--- src/include/spcr_pkg.sv ---
package spcr_pkg;
  // ****************************************
  // Register byte addresses (index times 4)
  // ****************************************
  localparam logic [7:0] CTL_FIRST_IDX = 8'h00;
  localparam logic [7:0] CTL_SECOND_IDX = 8'h02;
  localparam logic [7:0] DEF_TAG_IDX = 8'h04;
  localparam logic [7:0] CTL_FIRST_ADDR = 8'(CTL_FIRST_IDX * 4);
  localparam logic [7:0] CTL_SECOND_ADDR = 8'(CTL_SECOND_IDX * 4);
  localparam logic [7:0] DEF_TAG_ADDR = 8'(DEF_TAG_IDX * 4);
  // ****************************************
  // First control register fields
  // ****************************************
  localparam int DSCP_EN_BIT = 6;
  localparam int DOT1P_EN_BIT = 5;
  localparam int PORT_PRIO_LSB = 3;
  localparam int TAG_INS_BIT = 2;
  localparam int TAG_REM_BIT = 1;
  localparam int MULTI_Q_BIT = 0;
  localparam logic [15:0] CTL_FIRST_MASK = 16'h007F;
  localparam logic [15:0] CTL_FIRST_RST = 16'h0000;
  // ****************************************
  // Second control register fields
  // ****************************************
  localparam int VLAN_FILT_BIT = 14;
  localparam int NON_PVID_BIT = 13;
  localparam int FORCE_FC_BIT = 12;
  localparam int BACK_PRES_BIT = 11;
  localparam int TX_EN_BIT = 10;
  localparam int RX_EN_BIT = 9;
  localparam int LEARN_DIS_BIT = 8;
  localparam int MIRROR_DST_BIT = 7;
  localparam int RX_SNIFF_BIT = 6;
  localparam int TX_SNIFF_BIT = 5;
  localparam int PRIO_CEIL_BIT = 3;
  localparam int MEMBER_LSB = 0;
  localparam logic [15:0] CTL_SECOND_MASK = 16'h7FEF;
  localparam logic [15:0] CTL_SECOND_RST = 16'h0607;
  // ****************************************
  // Default tag register fields
  // ****************************************
  localparam int USER_PRIO_LSB = 13;
  localparam int VID_LSB = 0;
  localparam logic [15:0] DEF_TAG_RST = 16'h0001;
endpackage

--- src/core/spcr_port_regs.sv ---
`timescale 1ns/10ps
// Behaviour
// RL1: control-first bit 6 enables DiffServ code point ingress classification.
// RL2: control-first bit 5 enables 802.1p ingress classification.
// RL3: port priority field picks queue 0..3 when neither classifier gives a result.
// RL4: OR of 802.1p and DiffServ priorities overrides the port priority.
// RL5: tag insertion bit 2 tags untagged frames with ingress port default VID.
// RL6: tag removal bit 1 strips tags from frames received tagged.
// RL7: bit 0 selects four egress queues; cleared means one queue.
// RL8: ingress filter bit 14 drops frames whose VLAN membership excludes this port.
// RL9: bit 13 drops frames whose VID differs from the port default VID.
// RL10: force flow control bit 12 overrides the negotiated pause result.
// RL11: bit 11 enables half-duplex back pressure.
// RL12: bit 10 enables transmission, set after reset.
// RL13: bit 9 enables reception, set after reset.
// RL14: bit 8 set stops source address learning on this port.
// RL15: bit 7 makes this port the mirror destination.
// RL16: second bit 6 marks received frames monitored and mirrors them.
// RL17: second bit 5 marks transmitted frames monitored and mirrors them.
// RL18: ceiling bit 3 caps frame priority at default-tag user priority.
// RL19: membership field, reset all ones, restricts which ports exchange frames.
// RL20: membership bit 2 host, bit 1 second port, bit 0 first port.
// RL21: default tag register holds 12-bit default VID, reset to 1.
// RL22: reserved bits read zero and writes to them do nothing.
module spcr_port_regs (
  // Clock and reset
  input wire logic core_clk_in,
  input wire logic reset_n_in,
  // Avalon-MM slave
  input wire logic [7:0] avs_address_in,
  input wire logic avs_read_in,
  input wire logic avs_write_in,
  input wire logic [3:0] avs_byteenable_in,
  input wire logic [31:0] avs_writedata_in,
  output logic [31:0] avs_readdata_out,
  output logic avs_waitrequest_out,
  // Ingress frame descriptor
  input wire logic ing_valid_in,
  input wire logic ing_tagged_in,
  input wire logic [11:0] ing_vid_in,
  input wire logic [2:0] ing_tag_prio_in,
  input wire logic ing_dscp_hit_in,
  input wire logic [1:0] ing_dscp_prio_in,
  input wire logic ing_dot1p_hit_in,
  input wire logic [1:0] ing_dot1p_prio_in,
  input wire logic [2:0] ing_vlan_member_in,
  input wire logic [2:0] ing_dest_mask_in,
  // Egress frame descriptor
  input wire logic egr_valid_in,
  input wire logic egr_rx_tagged_in,
  input wire logic [11:0] egr_src_vid_in,
  input wire logic [1:0] egr_prio_in,
  // Link status
  input wire logic aneg_pause_in,
  // Ingress decisions
  output logic ing_done_out,
  output logic ing_drop_out,
  output logic [1:0] ing_queue_prio_out,
  output logic [2:0] ing_new_prio_out,
  output logic [2:0] ing_fwd_mask_out,
  output logic ing_learn_out,
  output logic ing_monitor_out,
  // Egress decisions
  output logic egr_done_out,
  output logic egr_insert_tag_out,
  output logic egr_strip_tag_out,
  output logic [11:0] egr_tag_vid_out,
  output logic [1:0] egr_queue_out,
  output logic egr_monitor_out,
  // Port levels
  output logic flow_ctrl_out,
  output logic back_pressure_out,
  output logic tx_enable_out,
  output logic rx_enable_out,
  output logic mirror_dest_out
);

  // ****************************************
  // Register storage and bus state
  // ****************************************
  logic [15:0] ctl_first_reg;
  logic [15:0] ctl_second_reg;
  logic [15:0] def_tag_reg;
  logic wait_reg;
  logic [31:0] rdata_reg;
  logic bus_req;
  logic bus_ack;
  logic [15:0] wdata;
  logic [15:0] rd_mux;

  // Request is accepted only in the cycle waitrequest is low
  assign bus_req = avs_read_in | avs_write_in;
  assign bus_ack = bus_req & ~wait_reg;
  assign wdata = avs_writedata_in[15:0];

  // One wait cycle per access keeps read data registered
  always_ff @(posedge core_clk_in or negedge reset_n_in) begin
    if (!reset_n_in) begin
      wait_reg <= 1'b1;
    end else begin
      wait_reg <= ~(bus_req & wait_reg);
    end
  end

  // Byte lane merge; upper lanes hold no storage
  function automatic logic [15:0] spcr_merge(input logic [15:0] old_val, input logic [15:0] mask);
    logic [15:0] val;
    val = old_val;
    if (avs_byteenable_in[0]) begin
      val[7:0] = wdata[7:0];
    end
    if (avs_byteenable_in[1]) begin
      val[15:8] = wdata[15:8];
    end
    return val & mask;
  endfunction

  // RL22: reserved bits masked
  always_ff @(posedge core_clk_in or negedge reset_n_in) begin
    if (!reset_n_in) begin
      ctl_first_reg <= spcr_pkg::CTL_FIRST_RST;
      ctl_second_reg <= spcr_pkg::CTL_SECOND_RST;
    end else if (bus_ack && avs_write_in) begin
      if (avs_address_in == spcr_pkg::CTL_FIRST_ADDR) begin
        ctl_first_reg <= spcr_merge(ctl_first_reg, spcr_pkg::CTL_FIRST_MASK);
      end
      if (avs_address_in == spcr_pkg::CTL_SECOND_ADDR) begin
        ctl_second_reg <= spcr_merge(ctl_second_reg, spcr_pkg::CTL_SECOND_MASK);
      end
    end
  end

  // RL21: default tag storage
  always_ff @(posedge core_clk_in or negedge reset_n_in) begin
    if (!reset_n_in) begin
      def_tag_reg <= spcr_pkg::DEF_TAG_RST;
    end else if (bus_ack && avs_write_in && avs_address_in == spcr_pkg::DEF_TAG_ADDR) begin
      def_tag_reg <= spcr_merge(def_tag_reg, 16'hFFFF);
    end
  end

  // Read mux; unmapped addresses read zero
  always_comb begin
    unique case (avs_address_in)
      spcr_pkg::CTL_FIRST_ADDR: rd_mux = ctl_first_reg;
      spcr_pkg::CTL_SECOND_ADDR: rd_mux = ctl_second_reg;
      spcr_pkg::DEF_TAG_ADDR: rd_mux = def_tag_reg;
      default: rd_mux = 16'h0000;
    endcase
  end

  // Read data captured as the wait is dropped
  always_ff @(posedge core_clk_in or negedge reset_n_in) begin
    if (!reset_n_in) begin
      rdata_reg <= 32'h0000_0000;
    end else if (avs_read_in && wait_reg) begin
      rdata_reg <= {16'h0000, rd_mux};
    end
  end

  assign avs_readdata_out = rdata_reg;
  assign avs_waitrequest_out = wait_reg;

  // ****************************************
  // Field decode
  // ****************************************
  logic dscp_en;
  logic dot1p_en;
  logic [1:0] port_prio;
  logic [2:0] member;
  logic [2:0] user_prio;
  logic [11:0] def_vid;
  logic [11:0] frame_vid;
  logic cls_hit;
  logic [1:0] cls_prio;
  logic ing_drop;

  assign dscp_en = ctl_first_reg[spcr_pkg::DSCP_EN_BIT];
  assign dot1p_en = ctl_first_reg[spcr_pkg::DOT1P_EN_BIT];
  assign port_prio = ctl_first_reg[spcr_pkg::PORT_PRIO_LSB +: 2];
  // RL20: bit order host, second, first
  assign member = ctl_second_reg[spcr_pkg::MEMBER_LSB +: 3];
  assign user_prio = def_tag_reg[spcr_pkg::USER_PRIO_LSB +: 3];
  assign def_vid = def_tag_reg[spcr_pkg::VID_LSB +: 12];
  // RL21: untagged frames take the default VID
  assign frame_vid = ing_tagged_in ? ing_vid_in : def_vid;

  // RL1: DiffServ result gated by its enable
  // RL2: 802.1p result gated by its enable
  // RL4: OR of both classifiers
  always_comb begin
    cls_hit = (dscp_en & ing_dscp_hit_in) | (dot1p_en & ing_dot1p_hit_in);
    cls_prio = ((dscp_en & ing_dscp_hit_in) ? ing_dscp_prio_in : 2'b00)
             | ((dot1p_en & ing_dot1p_hit_in) ? ing_dot1p_prio_in : 2'b00);
  end

  // RL8: membership filter
  // RL9: default VID match
  // RL13: reception gate
  assign ing_drop = ~ctl_second_reg[spcr_pkg::RX_EN_BIT]
    | (ctl_second_reg[spcr_pkg::VLAN_FILT_BIT] & ~ing_vlan_member_in[0])
    | (ctl_second_reg[spcr_pkg::NON_PVID_BIT] & (frame_vid != def_vid));

  // ****************************************
  // Ingress decisions
  // ****************************************
  always_ff @(posedge core_clk_in or negedge reset_n_in) begin
    if (!reset_n_in) begin
      ing_done_out <= 1'b0;
      ing_drop_out <= 1'b0;
    end else begin
      ing_done_out <= ing_valid_in;
      ing_drop_out <= ing_valid_in & ing_drop;
    end
  end

  // RL3: port priority as fallback
  always_ff @(posedge core_clk_in or negedge reset_n_in) begin
    if (!reset_n_in) begin
      ing_queue_prio_out <= 2'b00;
    end else if (ing_valid_in) begin
      ing_queue_prio_out <= cls_hit ? cls_prio : port_prio;
    end
  end

  // RL18: priority ceiling
  always_ff @(posedge core_clk_in or negedge reset_n_in) begin
    if (!reset_n_in) begin
      ing_new_prio_out <= 3'b000;
    end else if (ing_valid_in) begin
      if (ctl_second_reg[spcr_pkg::PRIO_CEIL_BIT] && ing_tag_prio_in > user_prio) begin
        ing_new_prio_out <= user_prio;
      end else begin
        ing_new_prio_out <= ing_tag_prio_in;
      end
    end
  end

  // RL19: forwarding limited to members; dropped frames go nowhere
  // RL14: learning suppressed when disabled
  // RL16: receive mirroring
  always_ff @(posedge core_clk_in or negedge reset_n_in) begin
    if (!reset_n_in) begin
      ing_fwd_mask_out <= 3'b000;
      ing_learn_out <= 1'b0;
      ing_monitor_out <= 1'b0;
    end else begin
      ing_fwd_mask_out <= (ing_valid_in && !ing_drop) ? (ing_dest_mask_in & member) : 3'b000;
      ing_learn_out <= ing_valid_in & ~ing_drop & ~ctl_second_reg[spcr_pkg::LEARN_DIS_BIT];
      ing_monitor_out <= ing_valid_in & ~ing_drop & ctl_second_reg[spcr_pkg::RX_SNIFF_BIT];
    end
  end

  // ****************************************
  // Egress decisions
  // ****************************************
  logic egr_go;

  // RL12: transmission gate
  assign egr_go = egr_valid_in & ctl_second_reg[spcr_pkg::TX_EN_BIT];

  // RL5: insert only on untagged frames
  // RL6: strip only on tagged frames
  // RL17: transmit mirroring
  always_ff @(posedge core_clk_in or negedge reset_n_in) begin
    if (!reset_n_in) begin
      egr_done_out <= 1'b0;
      egr_insert_tag_out <= 1'b0;
      egr_strip_tag_out <= 1'b0;
      egr_monitor_out <= 1'b0;
    end else begin
      egr_done_out <= egr_go;
      egr_insert_tag_out <= egr_go & ctl_first_reg[spcr_pkg::TAG_INS_BIT] & ~egr_rx_tagged_in;
      egr_strip_tag_out <= egr_go & ctl_first_reg[spcr_pkg::TAG_REM_BIT] & egr_rx_tagged_in;
      egr_monitor_out <= egr_go & ctl_second_reg[spcr_pkg::TX_SNIFF_BIT];
    end
  end

  // RL7: single queue flattens priority
  always_ff @(posedge core_clk_in or negedge reset_n_in) begin
    if (!reset_n_in) begin
      egr_queue_out <= 2'b00;
      egr_tag_vid_out <= 12'h000;
    end else if (egr_go) begin
      egr_queue_out <= ctl_first_reg[spcr_pkg::MULTI_Q_BIT] ? egr_prio_in : 2'b00;
      egr_tag_vid_out <= egr_src_vid_in;
    end
  end

  // ****************************************
  // Port levels
  // ****************************************
  // RL10: force overrides negotiation
  // RL11: back pressure level
  // RL15: mirror destination level
  always_ff @(posedge core_clk_in or negedge reset_n_in) begin
    if (!reset_n_in) begin
      flow_ctrl_out <= 1'b0;
      back_pressure_out <= 1'b0;
      tx_enable_out <= 1'b0;
      rx_enable_out <= 1'b0;
      mirror_dest_out <= 1'b0;
    end else begin
      flow_ctrl_out <= ctl_second_reg[spcr_pkg::FORCE_FC_BIT] | aneg_pause_in;
      back_pressure_out <= ctl_second_reg[spcr_pkg::BACK_PRES_BIT];
      tx_enable_out <= ctl_second_reg[spcr_pkg::TX_EN_BIT];
      rx_enable_out <= ctl_second_reg[spcr_pkg::RX_EN_BIT];
      mirror_dest_out <= ctl_second_reg[spcr_pkg::MIRROR_DST_BIT];
    end
  end
endmodule

--- config.mk ---
export PLATFORM = sky130hd
export DESIGN_NAME = spcr_port_regs
export DESIGN_NICKNAME = d
export VERILOG_FILES = /design/src/include/spcr_pkg.sv /design/src/core/spcr_port_regs.sv
export SDC_FILE = /design/constraint.sdc
export NUM_CORES = 1
export LEC_CHECK = 0
export BUFFER_PORTS_ARGS = -buffer_cell sky130_fd_sc_hd__buf_4
export CORE_MARGIN = 1.5
export CORE_UTILIZATION = 45
export CTS_CLUSTER_DIAMETER = 30
export DETAILED_ROUTE_END_ITERATION = 10
export PLACE_DENSITY = 0.73
export SETUP_SLACK_MARGIN = 0.05
export SKIP_CTS_REPAIR_TIMING = 1
export SYNTH_ARGS = -nofsm -noshare
export SYNTH_HDL_FRONTEND = slang
export SYNTH_SLANG_ARGS = --single-unit
export TNS_END_PERCENT = 20
--- constraint.sdc ---
create_clock -name core_clk_in -period 3.5 [get_ports core_clk_in]
set_clock_uncertainty 0.05 [all_clocks]
set_input_delay 0.35 -clock core_clk_in [delete_from_list [all_inputs] [get_ports core_clk_in]]
set_output_delay 0.35 -clock core_clk_in [all_outputs]
set_load 0.05 [all_outputs]
**Word-level counts from Yosys, hierarchy flattened**

Cells that the tools add are included.

- Bits in registers: 89
- Logic and storage cells: 79
- Output and inout bits: 68
- Input bits: 94

- Reductions and logical operators: 12
- $lt $le $gt $ge: 1
- Multiplexer cells: 8
- Bitwise logic cells: 30
- Eq/ne operators: 3

Operator list:

| kind | count |
|---|---|
| $pmux W16 S3 | 1 |
| $and A1 B1 Y1 | 16 |
| $mux W12 | 1 |
| $ne A12 B12 Y1 | 1 |
| $reduce_and A3 Y1 | 3 |
| $eq A8 B4 Y1 const B | 1 |
| $eq A8 B5 Y1 const B | 1 |
| $logic_not A8 Y1 | 1 |
| $mux W2 | 4 |
| $not A1 Y1 | 7 |
| $mux W3 | 2 |
| $logic_and A1 B1 Y1 | 5 |
| $or A1 B1 Y1 | 5 |
| $reduce_and A2 Y1 | 2 |
| $and A3 B3 Y3 | 1 |
| $gt A3 B3 Y1 | 1 |
| $or A2 B2 Y2 | 1 |
| $logic_not A1 Y1 | 1 |

**Logic depth before layout (Yosys ltp)**

- Word-level depth: 7
- Gate-level depth with buffers: 6
- Depth with buffers taken out: 6

**Worst setup path before layout**

OpenSTA, ideal clock, no wires.

- Path kind: flip-flop to flip-flop
- Start: register wait_reg (netlist: avs_waitrequest_out)
- End: register ctl_second_reg[3]
- Path buffers: 0
- Data required time: 3325 ps
- Arrival time: 1525 ps
- Cell stages (with the launch flop): 4
- Path slack: 1800 ps
- Library setup time: 125 ps
- Period minus slack after synthesis: 1700 ps
- Path through: dfstp_2 -> and3b_1 -> nand3_1 -> mux2_2

- Longest elaborated chain between the ends: 4

RTL lines:

| what | RTL line | text |
|---|---|---|
| start, declared | spcr_port_regs.sv:84 | `logic wait_reg;` |
| start signal, assigned | spcr_port_regs.sv:101 | `wait_reg <= ~(bus_req & wait_reg);` |
| $not A1 Y1 | spcr_port_regs.sv:93 | `assign bus_ack = bus_req & ~wait_reg;` |
| $and A1 B1 Y1 | spcr_port_regs.sv:93 |  |
| $logic_and A1 B1 Y1 | spcr_port_regs.sv:123 | `end else if (bus_ack && avs_write_in) begin` |
| $reduce_and A3 Y1 (no line) | n/a |  |
| end signal, assigned | spcr_port_regs.sv:122 | `ctl_second_reg <= spcr_pkg::CTL_SECOND_RST;` |
| end signal, assigned | spcr_port_regs.sv:128 | `ctl_second_reg <= spcr_merge(ctl_second_reg, spcr_pkg::CTL_SECOND_MASK);` |
| end, declared | spcr_port_regs.sv:82 | `logic [15:0] ctl_second_reg;` |

No other way between the ends.
A chain may end at the register's enable or synchronous reset.

**Worst setup path after layout**

- Start: input avs_address_in[3]
- End: register ctl_second_reg[3]

- Longest elaborated chain between the ends: 2

RTL lines:

| what | RTL line | text |
|---|---|---|
| start, declared | spcr_port_regs.sv:30 | `input wire logic [7:0] avs_address_in,` |
| $eq A8 B4 Y1 | spcr_port_regs.sv:127 | `if (avs_address_in == spcr_pkg::CTL_SECOND_ADDR) begin` |
| $reduce_and A3 Y1 (no line) | n/a |  |

No other way between the ends.

==> key figures <==
Status
  • Status: finished, final reports clean

Detailed routing
  • Drt total wl: 9170 um
  • Starting DRT DRC Count: 167
  • Vias: 2834
  • DR vias/cell: 5.12
  • Post-route ant nets: 0
  • Routed WL per cell: 16.6 um
  • Residual DRC count: 0
  • First-pass DRT Iterations: 4

Place
  • Port Buffer Count: 125
  • DP Wirelength: 6810 um
  • Post-placement cell count: 537
  • RePlAce Congestion: 0.809
  • Placement-stage cell area: 4880 um2

Clock tree
  • H-tree depth: 3
  • Clock Sinks: 89
  • Worst skew pair latency: 350 ps
  • Reg clk slew, reported paths: 80 ps
  • Clock Root Buffer: clkbuf_8
  • CTS tree: yes
  • Num CTS Buffers: 9
  • CTS max path bufs: 2

Layout
  • Final cell count without fillers: 553
  • Antenna fix cells: 0
  • NumNets Final: 540
  • Share of post-route cells with drive strength above 1: 45.1%
  • Final core occ: 61.4%
  • Layout overhead on the synthesized area: 30.6%
  • Cell area after layout: 5100 um2

Logic synthesis
  • Most common cell in the netlist: dfrtp_1
  • Top-area cell type share of the netlist area: 52.6%
  • Register area share after synthesis: 57.3%
  • Number of synthesized flops with an enable pin: 0
  • Synth Flop Type: dfrtp_1
  • Cells after Synth: 316
  • Async S/R FF share, synth: 100%
  • Leading area contributor after synthesis: dfrtp_1
  • Seq cells post-synth: 89
  • Post-synthesis cell area: 3900 um2
  • Synth warn: 0
  • Mean Syn Cell Area: 12.4 um2
  • Synth unique cells: 38
  • Synth top area cells: dfrtp_1, mux2_2, dfstp_2, buf_4, nand2_1
  • Most frequent cells after synthesis: dfrtp_1, mux2_2, nand2_1, buf_4

Global routing
  • Initial antenna violation count: 0
  • Overall routing resource usage: 20.9%
  • Number of global-route vias before repair: 2710
  • Overflow after GRT: 0
  • First-pass GRT wire length: 14100 um
  • Largest net degree at the start of global routing: 90

Timing
  • Setup_tns: 0 ps
  • Rel. slew slack: 27.1%
  • Final hold viol count: 0
  • Worst-margin pin slew: 1090 ps
  • RSZ-0062 raised after global routing: false
  • Final min period: 1970 ps
  • Crit share post-route: 56.4%
  • Max Slew Vio Count: 0
  • Fmax: 507 MHz
  • Hold_ws: 116 ps
  • Final setup fails: 0

Floorplanning
  • Core Box Area: 8300 um2
  • I/O pin count: 162
  • Row count: 33
  • Die W: 96.1 um
  • Die Y: 96.1 um
  • Die area: 9240 um2
  • Starting density of the core: 47.0%

Critical path
  • CP Capture Type: register
  • Arr. time, crit path: 2150 ps
  • Crit Path Category: in2reg
  • Worst setup SP type: input pin
  • Data required time of the worst path: 3680 ps
  • CP max FO: 13

Pwr
  • Max VDD drop: 0.221 mV
  • Pwr/cell area: 425 nW/um2
  • Pleak: 2.62 nW

Run
  • # Max-Cap Violations: 0

Worst hold path
  • Worst hold path type: in2reg
logic make-up after synthesis:
family | Yosys count | share of synthesized area, %
DFF | 89 | 57.3
and+or+nand+nor | 75 | 10.2
muxes | 56 | 15.9
AOI/OAI and AO/OA | 50 | 8.24
buffers and inverters | 30 | 4.58
xor gates and xnor gates | 12 | 2.69
adders and majority gates | 3 | 0.962
other | 1 | 0.0961
where the power goes:
| group | internal, W | switching, W | total (W) |
|---|---|---|---|
| registers | 0.00106 | 0.0000169 | 0.00107 |
| logic | 0.000112 | 0.000206 | 0.000318 |
| clock network | 0.000424 | 0.000352 | 0.000776 |
layer usage:
layer  track usage (%)  wire (um)  vias up
li1                  -          -     1352
met1              28.3       3860     1378
met2              34.2       4690       97
met3              2.69        497        7
met4              7.97        121        0
met5                 0          0        -
placed cells by master, fill, tap and decap left out, types with 5 or more instances in the layout:
master and n:
o21ai_0 14, dfstp_2 7, nor2_1 14, nand3_1 7
inv_1 5, o31ai_1 8, conb_1 16, clkbuf_8 10
a31oi_1 6, nand2_1 28, dfrtp_1 82, mux2i_1 7
a21oi_1 7, buf_4 126, nor3_1 5, xor2_1 12
a22oi_1 8, mux2_2 49
stage by stage:
step,worst slack [ps],total power [W]
2_1_floorplan,1800,0.00128
3_3_place_gp,1190,0.00141
3_5_place_dp,1170,0.00142
4_1_cts,1520,0.00219
5_1_grt,1410,0.00226
6_report,1530,0.00217
path summary, 6_finish.rpt:
kind                                               startpoint                              to  slack, ps  depth (start not counted)
worst min-delay path                             avs_write_in   avs_waitrequest_out$_DFF_PN1_        120                          2
min in group asynchronous                          reset_n_in  egr_tag_vid_out[8]$_DFFE_PN0P_        130                          1
max in group asynchronous                          reset_n_in      def_tag_reg[7]$_DFFE_PN0P_       2550                          1
worst min register to register  ctl_second_reg[7]$_DFFE_PN0P_       mirror_dest_out$_DFF_PN0_        350                          0
worst max-delay path                        avs_address_in[3]   ctl_second_reg[3]$_DFFE_PN0P_       1530                          4
worst max register to register    def_tag_reg[11]$_DFFE_PN0P_         ing_learn_out$_DFF_PN0_       1660                          4
worst max-delay path, cell delays in order:
cell	delay (ps)
buf_4	210
nor2b_1	680
nand3_1	500
mux2_2	410
layout make-up:
cell class,instances,area [um2]
inverters,5,18.8
clock inverters,4,76.3
repair buffers,126,946
well taps,105,131
fillers,717,3200
clock buffers,12,145
multi-input cells,212,1550
flip-flops and latches,89,2240
(Power assumes the default switching activity.)
